### config.mk
export PLATFORM = sky130hd
export DESIGN_NAME = bcsr_cfg_regs
export DESIGN_NICKNAME = d
export VERILOG_FILES = /design/src/hdl/bcsr_pkg.sv /design/src/hdl/bcsr_flag_if.sv /design/src/hdl/bcsr_flags.sv /design/src/hdl/bcsr_cfg_regs.sv
export SDC_FILE = /design/constraint.sdc
export NUM_CORES = 1
export LEC_CHECK = 0
export BUFFER_PORTS_ARGS = -buffer_cell sky130_fd_sc_hd__buf_2
export CAP_MARGIN = 20
export CORE_MARGIN = 2
export CORE_UTILIZATION = 42
export CTS_CLUSTER_DIAMETER = 200
export DETAILED_ROUTE_END_ITERATION = 16
export HOLD_SLACK_MARGIN = 0.08
export PLACE_DENSITY = 0.9
export SLEW_MARGIN = 10
export SYNTH_ARGS = -nofsm -noshare
export SYNTH_HDL_FRONTEND = slang
export SYNTH_SLANG_ARGS = --single-unit
### constraint.sdc
create_clock -name CLK -period 1.9 [get_ports CLK]
set_input_delay 0 -clock CLK [delete_from_list [all_inputs] [get_ports CLK]]
set_output_delay 0 -clock CLK [all_outputs]
set_load 0.005 [all_outputs]
### src/hdl/bcsr_pkg.sv
// constants for the primary command and status configuration registers
package bcsr_pkg;
  // ==========================================================
  // register map
  localparam int unsigned CFG_ADDR_W = 8;
  localparam logic [7:0] OFS_PART_ID = 8'h00;
  localparam logic [7:0] OFS_CMD_STS = 8'h04;
  // ==========================================================
  // command word field positions
  localparam int unsigned CMD_IO_EN = 0;
  localparam int unsigned CMD_MEM_EN = 1;
  localparam int unsigned CMD_MASTER_EN = 2;
  localparam int unsigned CMD_PALETTE_EN = 5;
  localparam int unsigned CMD_PARITY_RESP = 6;
  localparam int unsigned CMD_SERR_EN = 8;
  localparam int unsigned CMD_FB2B_EN = 9;
  localparam logic [15:0] CMD_RW_MASK = 16'h0367;
  localparam logic [15:0] CMD_RESET = 16'h0000;
  // ==========================================================
  // status word: fixed bits (capability list, 66 MHz, fast b2b, medium select)
  localparam logic [15:0] STS_FIXED = 16'h02B0;
  // sticky flags, index into the flag vector
  localparam int unsigned NUM_FLAGS = 6;
  localparam int unsigned FLG_MST_DPERR = 0;
  localparam int unsigned FLG_SIG_TABORT = 1;
  localparam int unsigned FLG_RCV_TABORT = 2;
  localparam int unsigned FLG_RCV_MABORT = 3;
  localparam int unsigned FLG_SIG_SERR = 4;
  localparam int unsigned FLG_DET_PERR = 5;
  // bit position of each flag in the command/status doubleword
  localparam logic [5:0][4:0] FLAG_POS = {5'h1F, 5'h1E, 5'h1D, 5'h1C, 5'h1B, 5'h18};
  localparam logic [5:0] FLAGS_RESET = 6'h00;
  // ==========================================================
  // palette snoop addresses, low ten bits of the i/o address
  localparam logic [9:0] PAL_ADDR_A = 10'h3C6;
  localparam logic [9:0] PAL_ADDR_B = 10'h3C8;
  localparam logic [9:0] PAL_ADDR_C = 10'h3C9;
endpackage

### src/hdl/bcsr_flag_if.sv
// carrier between the register logic and the sticky flag unit
`timescale 1ns/100ps
interface bcsr_flag_if #(
  parameter int unsigned NF = 6
);
  logic [NF-1:0] set;
  logic [NF-1:0] clr;
  logic [NF-1:0] flags;
  modport owner (input set, input clr, output flags);
  modport user (output set, output clr, input flags);
endinterface

### src/hdl/bcsr_flags.sv
// sticky write-one-to-clear flag unit
`timescale 1ns/100ps
module bcsr_flags #(
  parameter int unsigned NF = 6
) (
  input wire logic clk,
  input wire logic rst,
  bcsr_flag_if.owner fi
);
  typedef struct packed {
    logic [NF-1:0] flags;
  } bcsr_flg_state_t;

  bcsr_flg_state_t st_r;
  bcsr_flg_state_t st_nxt;
  logic [NF-1:0] bit_nxt;

  // ==========================================================
  // elaboration check
  if (NF < 1 || NF > 32) begin : g_chk
    $error("bcsr_flags: NF must be 1 to 32");
  end

  // ==========================================================
  // per flag: a set in the clearing cycle wins
  for (genvar i = 0; i < NF; i++) begin : g_bit
    assign bit_nxt[i] = fi.set[i] | (st_r.flags[i] & ~fi.clr[i]); // RULE22
  end

  // next state
  always_comb begin
    st_nxt = st_r;
    st_nxt.flags = bit_nxt;
  end

  // state register
  always_ff @(posedge clk) begin
    if (rst) begin
      st_r.flags <= NF'(bcsr_pkg::FLAGS_RESET);
    end else begin
      st_r <= st_nxt;
    end
  end

  assign fi.flags = st_r.flags;
endmodule // bcsr_flags

### src/hdl/bcsr_cfg_regs.sv
// primary command and status configuration registers of a pci-to-pci bridge
//
// Summary of operation
// RULE1: upper half of dword 00h holds a fixed read-only part identifier.
// RULE2: command bit 0 set lets the bridge answer primary i/o cycles; resets clear.
// RULE3: command bit 1 set lets the bridge answer primary memory cycles; resets clear.
// RULE4: command bit 2 gates primary mastering and secondary memory/io claims; resets clear.
// RULE5: command bits 3 and 7 are read-only and read zero.
// RULE6: command bit 4 is read-only and reads zero.
// RULE7: bit 5 set claims primary i/o writes to 3C6h, 3C8h, 3C9h, ten bits decoded.
// RULE8: bit 6 set enables normal parity error actions; clear lets them be ignored.
// RULE9: bit 8 enables the primary system error output driver; resets clear.
// RULE10: bit 9 permits fast back-to-back initiation on the primary; resets clear.
// RULE11: command bits 15 to 10 are reserved and read zero.
// RULE12: status bit 20 reads one, capability list pointer at offset 34h.
// RULE13: status bit 21 reads one, primary may run at 66 MHz.
// RULE14: status bit 23 reads one, fast back-to-back decode capable.
// RULE15: status bit 24 sets on master data parity error; write one clears.
// RULE16: status bits 26:25 read 01, medium select timing.
// RULE17: status bit 27 sets when the bridge target-aborts; write one clears.
// RULE18: status bit 28 sets when mastered cycle gets target abort; write one clears.
// RULE19: status bit 29 sets when mastered cycle ends in master abort; write one clears.
// RULE20: status bit 30 sets whenever the system error output is asserted; write one clears.
// RULE21: status bit 31 sets on any primary address or data parity error; write one clears.
// RULE22: sticky flags clear only where a one is written; zeros keep them.
// RULE23: read-only bits ignore writes; byte enables limit which bytes update.
`timescale 1ns/100ps
module bcsr_cfg_regs #(
  parameter logic [15:0] PART_ID = 16'h5A3C, // arbitrary value
  parameter int unsigned ADDR_W = bcsr_pkg::CFG_ADDR_W
) (
  input wire logic CLK,
  input wire logic RST,
  // configuration cycle access, one dword per request
  input wire logic CFG_REQ,
  input wire logic CFG_WR,
  input wire logic [ADDR_W-1:0] CFG_ADDR,
  input wire logic [3:0] CFG_BE,
  input wire logic [31:0] CFG_WDATA,
  output logic [31:0] CFG_RDATA,
  output logic CFG_ACK,
  // events from the primary bus engine
  input wire logic MST_DATA_PERR,
  input wire logic TGT_ABORT_SIGNALED,
  input wire logic MST_TGT_ABORT_RCVD,
  input wire logic MST_MASTER_ABORT_RCVD,
  input wire logic ADDR_PERR,
  input wire logic TGT_DATA_PERR,
  input wire logic SYS_ERR_REQ,
  // primary and secondary decode requests
  input wire logic PRI_IO_VALID,
  input wire logic PRI_IO_WRITE,
  input wire logic [15:0] PRI_IO_ADDR,
  input wire logic PRI_MEM_VALID,
  input wire logic SEC_MEMIO_VALID,
  // decode answers and permissions
  output logic IO_CLAIM,
  output logic MEM_CLAIM,
  output logic PALETTE_CLAIM,
  output logic SEC_CLAIM,
  output logic PRI_MASTER_PERMIT,
  output logic FB2B_PERMIT,
  output logic PERR_ACTION,
  // primary system error output, open drain
  output logic PRIMARY_SYSTEM_ERROR_OUT_N_O,
  output logic PRIMARY_SYSTEM_ERROR_OUT_OE
);
  // ==========================================================
  // types and state
  typedef struct packed {
    logic [15:0] cmd;
    logic ack;
    logic [31:0] rdata;
    logic io_claim;
    logic mem_claim;
    logic pal_claim;
    logic sec_claim;
    logic perr_act;
    logic serr_drv;
  } bcsr_state_t;

  localparam int unsigned NF = bcsr_pkg::NUM_FLAGS;
  // dword offsets at the bus address width; a narrow bus drops high bits on purpose
  localparam logic [ADDR_W-1:0] ADR_ID = ADDR_W'(bcsr_pkg::OFS_PART_ID);
  localparam logic [ADDR_W-1:0] ADR_CS = ADDR_W'(bcsr_pkg::OFS_CMD_STS);

  bcsr_state_t st_r;
  bcsr_state_t st_nxt;
  bcsr_flag_if #(.NF(NF)) flg ();
  logic [31:0] flag_word;
  logic [NF-1:0][31:0] placed;
  logic [31:0] cmd_sts_word;
  logic [15:0] cmd_wr;
  logic hit_id;
  logic hit_cs;
  logic wr_cs;
  logic io_en;
  logic mem_en;
  logic mst_en;
  logic pal_en;
  logic per_en;
  logic serr_en;
  logic pal_addr;
  logic serr_fire;

  // ==========================================================
  // elaboration check
  if (ADDR_W < 3 || ADDR_W > 12) begin : g_chk
    $error("bcsr_cfg_regs: ADDR_W must be 3 to 12");
  end

  // ==========================================================
  // sticky flag unit
  bcsr_flags #(
    .NF(NF)
  ) u_flags (
    .clk(CLK),
    .rst(RST),
    .fi(flg.owner)
  );

  // ==========================================================
  // command field views
  assign io_en = st_r.cmd[bcsr_pkg::CMD_IO_EN];
  assign mem_en = st_r.cmd[bcsr_pkg::CMD_MEM_EN];
  assign mst_en = st_r.cmd[bcsr_pkg::CMD_MASTER_EN];
  assign pal_en = st_r.cmd[bcsr_pkg::CMD_PALETTE_EN];
  assign per_en = st_r.cmd[bcsr_pkg::CMD_PARITY_RESP];
  assign serr_en = st_r.cmd[bcsr_pkg::CMD_SERR_EN];

  // ==========================================================
  // address decode of the configuration access
  always_comb begin
    hit_id = 1'b0;
    hit_cs = 1'b0;
    if (CFG_ADDR[ADDR_W-1:2] == ADR_ID[ADDR_W-1:2]) begin
      hit_id = 1'b1;
    end else if (CFG_ADDR[ADDR_W-1:2] == ADR_CS[ADDR_W-1:2]) begin
      hit_cs = 1'b1;
    end
  end

  assign wr_cs = CFG_REQ & CFG_WR & hit_cs;

  // ==========================================================
  // flag placement into the status half of the doubleword
  for (genvar i = 0; i < NF; i++) begin : g_flag
    logic [31:0] one_pos;
    assign one_pos = 32'(flg.flags[i]) << bcsr_pkg::FLAG_POS[i];
    // one placed word per flag, merged below
    assign placed[i] = one_pos;
    // clear only where a one is written to the flag's byte lane
    assign flg.clr[i] = wr_cs & CFG_BE[bcsr_pkg::FLAG_POS[i] / 8]
                      & CFG_WDATA[bcsr_pkg::FLAG_POS[i]]; // RULE22 RULE23
  end

  // or together the placed flags; flags sit at distinct bits, so none masks another
  always_comb begin
    flag_word = 32'h0000_0000;
    for (int i = 0; i < NF; i++) begin
      flag_word = flag_word | placed[i];
    end
  end

  // read view of dword 04h
  assign cmd_sts_word = {bcsr_pkg::STS_FIXED, st_r.cmd & bcsr_pkg::CMD_RW_MASK}
                      | flag_word; // RULE12 RULE13 RULE14 RULE16 RULE5 RULE6 RULE11

  // ==========================================================
  // command write merge with byte enables and writable mask
  always_comb begin
    cmd_wr = st_r.cmd;
    if (CFG_BE[0]) begin
      cmd_wr[7:0] = CFG_WDATA[7:0]; // RULE23
    end
    if (CFG_BE[1]) begin
      cmd_wr[15:8] = CFG_WDATA[15:8]; // RULE23
    end
    cmd_wr = cmd_wr & bcsr_pkg::CMD_RW_MASK; // RULE5 RULE6 RULE11
  end

  // ==========================================================
  // palette snoop: only the low ten address bits are compared
  assign pal_addr = (PRI_IO_ADDR[9:0] == bcsr_pkg::PAL_ADDR_A)
                  | (PRI_IO_ADDR[9:0] == bcsr_pkg::PAL_ADDR_B)
                  | (PRI_IO_ADDR[9:0] == bcsr_pkg::PAL_ADDR_C); // RULE7

  // with command bit 8 set, system error fires on a request, or an address parity error under parity response
  assign serr_fire = serr_en & (SYS_ERR_REQ | (ADDR_PERR & per_en)); // RULE9 RULE8

  // ==========================================================
  // event flag sets, taken on the cycle of the event
  always_comb begin
    flg.set = '0;
    flg.set[bcsr_pkg::FLG_MST_DPERR] = MST_DATA_PERR & per_en; // RULE15 RULE8
    flg.set[bcsr_pkg::FLG_SIG_TABORT] = TGT_ABORT_SIGNALED; // RULE17
    flg.set[bcsr_pkg::FLG_RCV_TABORT] = MST_TGT_ABORT_RCVD; // RULE18
    flg.set[bcsr_pkg::FLG_RCV_MABORT] = MST_MASTER_ABORT_RCVD; // RULE19
    flg.set[bcsr_pkg::FLG_SIG_SERR] = serr_fire; // RULE20
    flg.set[bcsr_pkg::FLG_DET_PERR] = ADDR_PERR | TGT_DATA_PERR | MST_DATA_PERR; // RULE21
  end

  // ==========================================================
  // next state
  always_comb begin
    st_nxt = st_r;
    // configuration access answered one cycle after the request
    st_nxt.ack = CFG_REQ;
    if (CFG_REQ && !CFG_WR) begin
      if (hit_id) begin
        st_nxt.rdata = {PART_ID, 16'h0000}; // RULE1
      end else if (hit_cs) begin
        st_nxt.rdata = cmd_sts_word;
      end else begin
        st_nxt.rdata = 32'h0000_0000;
      end
    end
    // writes to the identifier dword and unmapped dwords are dropped
    if (wr_cs) begin
      st_nxt.cmd = cmd_wr; // RULE23
    end
    // decode answers gated by the command word
    st_nxt.io_claim = PRI_IO_VALID & io_en; // RULE2
    st_nxt.mem_claim = PRI_MEM_VALID & mem_en; // RULE3
    st_nxt.pal_claim = PRI_IO_VALID & PRI_IO_WRITE & pal_addr & pal_en; // RULE7
    st_nxt.sec_claim = SEC_MEMIO_VALID & mst_en; // RULE4
    // parity action only under parity response
    st_nxt.perr_act = per_en & (MST_DATA_PERR | TGT_DATA_PERR | ADDR_PERR); // RULE8
    // one-cycle drive of the system error pin
    st_nxt.serr_drv = serr_fire; // RULE9
  end

  // ==========================================================
  // state register
  always_ff @(posedge CLK) begin
    if (RST) begin
      st_r.cmd <= bcsr_pkg::CMD_RESET; // RULE2 RULE3 RULE4 RULE7 RULE8 RULE9 RULE10
      st_r.ack <= 1'b0;
      st_r.rdata <= 32'h0000_0000;
      st_r.io_claim <= 1'b0;
      st_r.mem_claim <= 1'b0;
      st_r.pal_claim <= 1'b0;
      st_r.sec_claim <= 1'b0;
      st_r.perr_act <= 1'b0;
      st_r.serr_drv <= 1'b0;
    end else begin
      st_r <= st_nxt;
    end
  end

  // ==========================================================
  // outputs, all from flops except PRIMARY_SYSTEM_ERROR_OUT_N_O, which is tied low
  assign CFG_RDATA = st_r.rdata;
  assign CFG_ACK = st_r.ack;
  assign IO_CLAIM = st_r.io_claim;
  assign MEM_CLAIM = st_r.mem_claim;
  assign PALETTE_CLAIM = st_r.pal_claim;
  assign SEC_CLAIM = st_r.sec_claim;
  assign PRI_MASTER_PERMIT = st_r.cmd[bcsr_pkg::CMD_MASTER_EN]; // RULE4
  assign FB2B_PERMIT = st_r.cmd[bcsr_pkg::CMD_FB2B_EN]; // RULE10
  assign PERR_ACTION = st_r.perr_act;
  assign PRIMARY_SYSTEM_ERROR_OUT_N_O = 1'b0; // open drain: only pulls low
  assign PRIMARY_SYSTEM_ERROR_OUT_OE = st_r.serr_drv; // RULE9
endmodule // bcsr_cfg_regs

After elaboration in Yosys (flattened, before gate mapping)
Cells that the tools add are included.
{"block": "totals", "register_bits": 52, "in_bits": 75, "output_inout_bits": 42}
{"block": "op_classes", "n_eq_ne": 4, "muxes": 5, "n_bitwise": 50, "n_reduce_logical": 5}
{"operator": "$mux W32", "count": 2}
{"operator": "$or A26 B32 Y32", "count": 1}
{"operator": "$or A31 B32 Y32", "count": 1}
{"operator": "$or A30 B31 Y31", "count": 1}
{"operator": "$eq A10 B10 Y1 const B", "count": 3}
{"operator": "$or A29 B30 Y30", "count": 1}
{"operator": "$or A28 B29 Y29", "count": 1}
{"operator": "$or A25 B28 Y28", "count": 1}
{"operator": "$and A1 B1 Y1", "count": 25}
{"operator": "$or A1 B1 Y1", "count": 13}
{"operator": "$eq A6 B1 Y1 const B", "count": 1}
{"operator": "$logic_not A6 Y1", "count": 1}
{"operator": "$not A1 Y1", "count": 6}
{"operator": "$reduce_and A2 Y1", "count": 2}
{"operator": "$mux W1", "count": 3}
{"operator": "$logic_and A1 B1 Y1", "count": 1}
{"operator": "$logic_not A1 Y1", "count": 1}

Depth between registers and ports, before layout
Gate-level depths: netlist of the first run.
{"block": "depth", "word_depth": 9, "ltp_mapped": 5, "ltp_nobuf": 3}

By module
A second synthesis of the first run with hierarchy kept.
{"block": "unflattened", "cells_unflattened": 177, "area_unflattened_um2": 1694.1}
{"module": "bcsr_cfg_regs", "n_inst": 1, "cells_each": 153, "area_each_um2": 1438.9, "seq_area_each_um2": 600.6}
{"module": "bcsr_flags", "n_inst": 1, "cells_each": 24, "area_each_um2": 255.2, "seq_area_each_um2": 120.1}

Least setup slack after synthesis of the first run
Ideal clock, no wire load.
{"block": "synth_timing", "path_kind": "input port to flip-flop", "from": "input CFG_ADDR[3]", "to": "register, netlist name u_flags.fi.flags[4]", "setup_time_ps": 135, "t_arrival_ps": 1051, "setup_slack_ps": 715, "path_stages": 4, "path_buffers": 1, "cell_sequence": "or4b_1 -> buf_2 -> o311ai_0 -> o21ai_0"}
{"block": "synth_between", "elab_chain_len": 9}
{"element": "from (decl)", "line_no": "bcsr_cfg_regs.sv:37", "rtl": "input wire logic [ADDR_W-1:0] CFG_ADDR,"}
{"element": "$eq A6 B1 Y1", "line_no": "bcsr_cfg_regs.sv:138", "rtl": "end else if (CFG_ADDR[ADDR_W-1:2] == ADR_CS[ADDR_W-1:2]) begin"}
{"element": "$mux W1", "line_no": "bcsr_cfg_regs.sv:138"}
{"element": "$mux W1 *", "line_no": "bcsr_cfg_regs.sv:136", "rtl": "if (CFG_ADDR[ADDR_W-1:2] == ADR_ID[ADDR_W-1:2]) begin"}
{"element": "$and A1 B1 Y1 *", "line_no": "bcsr_cfg_regs.sv:143", "rtl": "assign wr_cs = CFG_REQ & CFG_WR & hit_cs;"}
{"element": "$and A1 B1 Y1 *", "line_no": "bcsr_cfg_regs.sv:153", "rtl": "assign flg.clr[i] = wr_cs & CFG_BE[bcsr_pkg::FLAG_POS[i] / 8]"}
{"element": "$and A1 B1 Y1 *", "line_no": "bcsr_cfg_regs.sv:154", "rtl": "& CFG_WDATA[bcsr_pkg::FLAG_POS[i]];"}
{"element": "$not A1 Y1 *", "line_no": "bcsr_flags.sv:27", "rtl": "assign bit_nxt[i] = fi.set[i] | (st_r.flags[i] & ~fi.clr[i]);"}
{"element": "$and A1 B1 Y1 *", "line_no": "bcsr_flags.sv:27"}
{"element": "$or A1 B1 Y1 *", "line_no": "bcsr_flags.sv:27"}
Every way passes the cells marked *; elsewhere a longest branch is shown, timed or not.
A chain may end at the register's enable or synchronous reset.

Final worst setup path of the first run
{"block": "layout_timing", "from": "input CFG_REQ", "to": "register st_r, in the netlist FB2B_PERMIT"}
{"block": "layout_between", "elab_chain_len": 3}
{"element": "from (decl)", "line_no": "bcsr_cfg_regs.sv:35", "rtl": "input wire logic CFG_REQ,"}
{"element": "$and A1 B1 Y1 (2 in series)", "line_no": "bcsr_cfg_regs.sv:143"}
{"element": "$reduce_and A2 Y1 (no source line)"}
{"element": "to (signal assigned)", "line_no": "bcsr_cfg_regs.sv:247", "rtl": "st_r <= st_nxt;"}
{"element": "to (decl)", "line_no": "bcsr_cfg_regs.sv:87", "rtl": "bcsr_state_t st_r;"}
Every way passes these cells.

==> results.json, run 1 <==
{
  "ys_types": 32,
  "layout_min_cycle_time_ns": 1.83,
  "cts_buffers": 5,
  "num-nets-final": 362,
  "crit_start": "CFG_REQ",
  "min_from": "CFG_BE[0]",
  "finalHoldViolCount": 0,
  "crit_slowest_cell": "dlygate4sd3_1",
  "fmax_ghz": 0.548,
  "rrSetupSlack_ns": 0.62,
  "final_cells": 334,
  "initialDrtViolationCount": 111,
  "grtUsageTotal": 0.221,
  "drc": 0,
  "antenna_found_initial": 0,
  "synth_ff_type": "dfxtp_1",
  "slew_violations": 0,
  "reg2reg_depth": 3,
  "grt_pass1_vias": 1580,
  "postSynthCellCount": 175,
  "combinationalPowerShare": 0.126,
  "ant_nets": 0,
  "synthesis.area_mm2": 0.00152,
  "gp_congestion": 0.835,
  "die_area_mm2": 0.00412,
  "drtPass1Iterations": 7,
  "startpoint_type": "input pin",
  "die_height_um": 64.2,
  "fin_setup_tns_ns": 0,
  "async_reset_ff_frac": 0,
  "ctsLongestPathBuffers": 2,
  "synth_seq_cells": 36,
  "worstPathArrival_ns": 2.12,
  "diodes": 0,
  "p_int_mw": 1.14,
  "cp.required_ns": 2.20,
  "cts_tree": "done",
  "initial_core_util": 0.445,
  "regToRegEndpoint": "CFG_RDATA[30]",
  "cp_top_family": "buffers and inverters",
  "r2r_start": "u_flags.fi.flags[4]",
  "switching_share": 0.233,
  "power_leakage_nw": 1.12,
  "critPathMaxFanout": 7,
  "wl_per_cell_um": 13.5,
  "via_per_inst": 4.88,
  "areaGrowthSynthToFinish_pct": 55.1,
  "yosys_warnings": 0,
  "num_rows": 21,
  "dr_total_vias": 1629,
  "crit_buf_inv": 3,
  "hp-class": "in2reg",
  "seq_power_share": 0.514,
  "worstPathCellList": "dlygate4sd3_1 > buf_2 > nand4bb_2 > nor3_4 > mux2i_1 > dlygate4sd3_1",
  "syn_avg_cell_area_um2": 8.69,
  "power_switching_mw": 0.347,
  "io_buffers": 74,
  "clkLatencyLatePin_ns": 0.34,
  "yosysSeqAreaShare": 0.474,
  "grt_pass1_wl_um": 6990,
  "skew_ns": 0.0105,
  "power-per-cell-area_mw_per_mm2": 632,
  "path_class": "in2reg",
  "routed_wirelength_um": 4520,
  "mostFrequentLayoutCell": "buf_2",
  "clockRootBuffer": "clkbuf_4",
  "layout_common_cells": "buf_2 (75), dlygate4sd3_1 (39), dfxtp_1 (36)",
  "setup_viol": 0,
  "holdPathEnd": "pal_en",
  "end_kind": "register",
  "rsz0062_at_grt": "no",
  "io_pins": 117,
  "clk_pin_slew_ns": 0.11,
  "max_cap_violations": 0,
  "drive_gt1_frac": 0.313,
  "largest_reg_flops": 16,
  "peakVddDrop_mv": 0.337,
  "final_util": 0.690,
  "max_stage_delay_ns": 0.57,
  "die_x_um": 64.2,
  "outcome": "completed",
  "grt.overflow.total": 0,
  "synth_edf_count": 0,
  "core_mm2": 0.00342,
  "slew-limit-headroom": 0.553,
  "path_common_cell": "dlygate4sd3_1",
  "power_frac_clock": 0.360,
  "placed_cells": 286,
  "min_path_cells": 4,
  "clkSinkCount": 36,
  "fin_crit_sh": 0.961,
  "post_cts_buffers": 0,
  "cts_htree_levels": 2,
  "dp_hpwl_um": 2640,
  "totalPowerFinal_mw": 1.49,
  "tightest_slew_ns": 0.664,
  "grt_max_degree": 21
}
power by group through the flow:
stage          logic (mW)  registers (mW)  clock network (mW)
6_report            0.188           0.766               0.536
5_1_grt             0.206           0.767               0.564
4_1_cts             0.173           0.766               0.535
3_5_place_dp        0.122           0.783                   0
3_3_place_gp        0.120           0.783                   0
2_1_floorplan      0.0766           0.783                   0
layer usage:
metal | vias to the layer above | GRT usage | wire length, um
met5 | - | 0 | 0
met4 | 0 | 0.122 | 112
met3 | 11 | 0.0299 | 270
met2 | 82 | 0.431 | 2530
met1 | 741 | 0.220 | 1600
li1 | 795 | - | -
worst register-to-register path, delay by kind of cell (launching register included):
kind | cells | cell delay [ns]
AO/OA/AOI/OAI | 1 | 0.23
AND/OR/NAND/NOR | 1 | 0.05
buffers and inverters | 1 | 0.58
flip-flops | 1 | 0.36
cell usage after synthesis, drive strengths merged (2+ instances only):
cell	instances	area [um2]
buf	18	133
dfxtp	36	721
o41ai	3	26.3
nand2	27	101
o31ai	2	15.0
nor2	9	33.8
and3	3	18.8
nor3	4	36.3
o21ai	11	55.1
nor4	2	12.5
mux2i	7	70.1
clkbuf	8	30.0
nor2b	5	31.3
a21oi	6	30.0
a211oi	2	15.0
or4b	2	20.0
inv	4	15.0
nand3	14	70.1
nand2b	2	12.5
cell type report:
cell class	instances	area (um2)
repair buffers	118	800
flip-flops and latches	36	721
clock buffers	6	41.3
multi-input cells	121	686
clock inverters	2	35.0
inverters	5	18.8
fillers	293	1060
well taps	46	57.6
worst max path at each step:
stage / to / slack (ns) / depth (start not counted)
CTS: CFG_RDATA[19] / 0.004 / 7
detailed placement: mem_en / 0.35 / 4
global placement: mem_en / 0.39 / 4
global route: FB2B_PERMIT / 0.03 / 6
floorplan: u_flags.fi.flags[4] / 0.71 / 4
finish: FB2B_PERMIT / 0.07 / 6
metrics by stage:
| stage | area, um2 | setup slack (ns) | hold slack (ns) |
|---|---|---|---|
| finish | 2360 | 0.0736 | 0.0702 |
| global route | 2360 | 0.0265 | 0.0815 |
| CTS | 2330 | 0.00395 | 0.0802 |
| detailed placement | 1860 | 0.352 | 0.239 |
| global placement | 1860 | 0.388 | 0.234 |
| floorplan | 1570 | 0.715 | 0.102 |
cells by family (layout without fill, tap and decap cells):
group                  Yosys count  count (layout)  synth area share
muxes                            7               7            0.0461
AOI/OAI and AO/OA               26              26             0.103
and+or+nand+nor                 74              74             0.255
DFF                             36              36             0.474
buffers and inverters           31             131             0.119
other                            1              14           0.00247
repair_timing:
item                       in CTS  in global routing
hold endpoints to repair       26                  1
gates resized for setup         0                  4
setup endpoints to repair       0                  5
hold buffers                   39                  1
Power figures use the tool's default switching activity.
==> run 2: changes to the inputs <==
--- a/config.mk
+++ b/config.mk
@@ -8,11 +8,12 @@
 export BUFFER_PORTS_ARGS = -buffer_cell sky130_fd_sc_hd__buf_2
 export CAP_MARGIN = 20
 export CORE_MARGIN = 2
-export CORE_UTILIZATION = 42
+export CORE_UTILIZATION = 44
+export CTS_BUF_LIST = sky130_fd_sc_hd__clkbuf_4
 export CTS_CLUSTER_DIAMETER = 200
 export DETAILED_ROUTE_END_ITERATION = 16
 export HOLD_SLACK_MARGIN = 0.08
-export PLACE_DENSITY = 0.9
+export PLACE_DENSITY = 0.94
 export SLEW_MARGIN = 10
 export SYNTH_ARGS = -nofsm -noshare
 export SYNTH_HDL_FRONTEND = slang
==> run 2 against run 1 <==
  * First-iteration DRC count down 17%
  * Power is 13% lower
  * Worst hold slack better by 0.095 ns
  * Critical path depth is 1 higher
  * Clock power down 34%
  * Sequential power about the same
  * Die area fell by 4.3%
  * Via count fell by 1.7%
  * Global-route usage fell by 0.094 points
  * Highest routed layer unchanged
  * Sequential share of layout area shrank 0.21 points
==> results.json, run 2 (same netlist as run 1, synthesis figures left out) <==
{
  "outcome": "completed",
  "ant_nets": 0,
  "dp_hpwl_um": 2550,
  "largest_reg_flops": 16,
  "fin_area_mm2": 0.00237,
  "ctsLongestPathBuffers": 2,
  "skew_ns": 0.00466,
  "io_buffers": 74,
  "regToRegEndpoint": "CFG_RDATA[28]",
  "reg2reg_depth": 3,
  "whs_ns": 0.165,
  "max_stage_delay_ns": 0.58,
  "drive_gt1_frac": 0.301,
  "grt.overflow.total": 0,
  "mostFrequentLayoutCell": "buf_2",
  "end_kind": "register",
  "antenna_found_initial": 0,
  "die_height_um": 62.8,
  "max_cap_violations": 0,
  "gp_congestion": 0.803,
  "num-nets-final": 367,
  "cts_tree": "done",
  "hp-class": "in2reg",
  "power-per-cell-area_mw_per_mm2": 547,
  "worstPathArrival_ns": 2.10,
  "clkSinkCount": 36,
  "fmax_ghz": 0.545,
  "num_rows": 21,
  "power_leakage_nw": 1.12,
  "startpoint_type": "input pin",
  "areaGrowthSynthToFinish_pct": 56.2,
  "fin_crit_sh": 0.965,
  "min_path_cells": 4,
  "cp.required_ns": 2.16,
  "regArea_um2": 721,
  "diodes": 0,
  "routed_wirelength_um": 4120,
  "tightest_slew_ns": 0.649,
  "peakVddDrop_mv": 0.426,
  "core_mm2": 0.00334,
  "die_x_um": 62.8,
  "layout_min_cycle_time_ns": 1.83,
  "cts_buffers": 5,
  "final_util": 0.712,
  "holdPathEnd": "CFG_RDATA[24]",
  "path_common_cell": "dlygate4sd3_1",
  "die_area_mm2": 0.00394,
  "io_pins": 117,
  "rrSetupSlack_ns": 0.52,
  "clkLatencyLatePin_ns": 0.32,
  "clockRootBuffer": "clkbuf_4",
  "multiInputGateArea_um2": 671,
  "dr_total_vias": 1602,
  "place_area_mm2": 0.00187,
  "initial_core_util": 0.456,
  "via_per_inst": 4.74,
  "r2r_start": "u_flags.fi.flags[2]",
  "slew_violations": 0,
  "wl_per_cell_um": 12.2,
  "fill_cells": 267,
  "critPathMaxFanout": 20,
  "min_from": "CFG_ADDR[3]",
  "grtUsageTotal": 0.220,
  "worstPathCellList": "dlygate4sd3_1 > buf_2 > nand2b_1 > buf_6 > or4b_1 > dlygate4sd3_1 > a21oi_2",
  "cts_htree_levels": 2,
  "grt_pass1_wl_um": 6730,
  "grt_pass1_vias": 1518,
  "grt_max_degree": 21,
  "layout_common_cells": "buf_2 (74), dlygate4sd3_1 (43), dfxtp_1 (36)",
  "drc": 0,
  "initialDrtViolationCount": 92,
  "path_class": "in2reg",
  "finalHoldViolCount": 0,
  "drtPass1Iterations": 6,
  "setup_viol": 0,
  "clk_pin_slew_ns": 0.10,
  "slew-limit-headroom": 0.563,
  "crit_slowest_cell": "dlygate4sd3_1"
}
-- run 2: how the worst max path moves through the flow --
stage	start	cells past startpoint	endpoint	slack, ns
2_1_floorplan	CFG_ADDR[3]	4	u_flags.fi.flags[4]	0.71
3_3_place_gp	CFG_ADDR[3]	4	mem_en	0.39
3_5_place_dp	CFG_ADDR[3]	4	pal_en	0.39
4_1_cts	CFG_REQ	7	CFG_RDATA[19]	0.10
5_1_grt	CFG_REQ	7	CFG_RDATA[19]	-0.005
6_report	CFG_REQ	7	CFG_RDATA[19]	0.07
-- run 2: per-layer routing --
metal,part of all wire,global-route usage,wire length (um),vias up
li1,-,-,-,803
met1,0.39,0.229,1590,725
met2,0.55,0.417,2260,68
met3,0.051,0.0613,210,6
met4,0.013,0.0778,54,0
met5,0,0,0,-
-- run 2: what timing repair did --
action,4_1_cts,5_1_grt
endpoints found under the hold margin,26,0
hold buffers,43,0
endpoints found under the setup margin,0,5
setup buffers,0,1
resized for setup,0,2
-- run 2: final cells by class --
| class | count | share of cell area |
|---|---|---|
| inverter | 5 | 0.00790 |
| clock inverter | 2 | 0.00316 |
| tap | 46 | 0.0242 |
| sequential | 36 | 0.303 |
| multi-input combinational | 121 | 0.282 |
| clock buffer | 5 | 0.0158 |
| timing repair buffer | 123 | 0.363 |
-- run 2: through the flow --
step	TNS [ns]	power, mW	instances	worst slack, ns
floorplan	0	0.859	188	0.715
global placement	0	0.903	287	0.391
detailed placement	0	0.907	287	0.389
CTS	0	1.31	337	0.101
global route	-0.00474	1.37	338	-0.00474
finish	0	1.30	338	0.0658
-- run 2: critical path, delay by kind of cell --
family                 cells  cell delay, ns
AO/OA/AOI/OAI              1            0.13
AND/OR/NAND/NOR            2            0.55
buffers and inverters      4            1.41
-- run 2: where the power goes --
part | internal, mW | total, mW | switching (mW)
clock network | 0.129 | 0.353 | 0.224
registers | 0.762 | 0.766 | 0.00396
logic | 0.102 | 0.181 | 0.0788
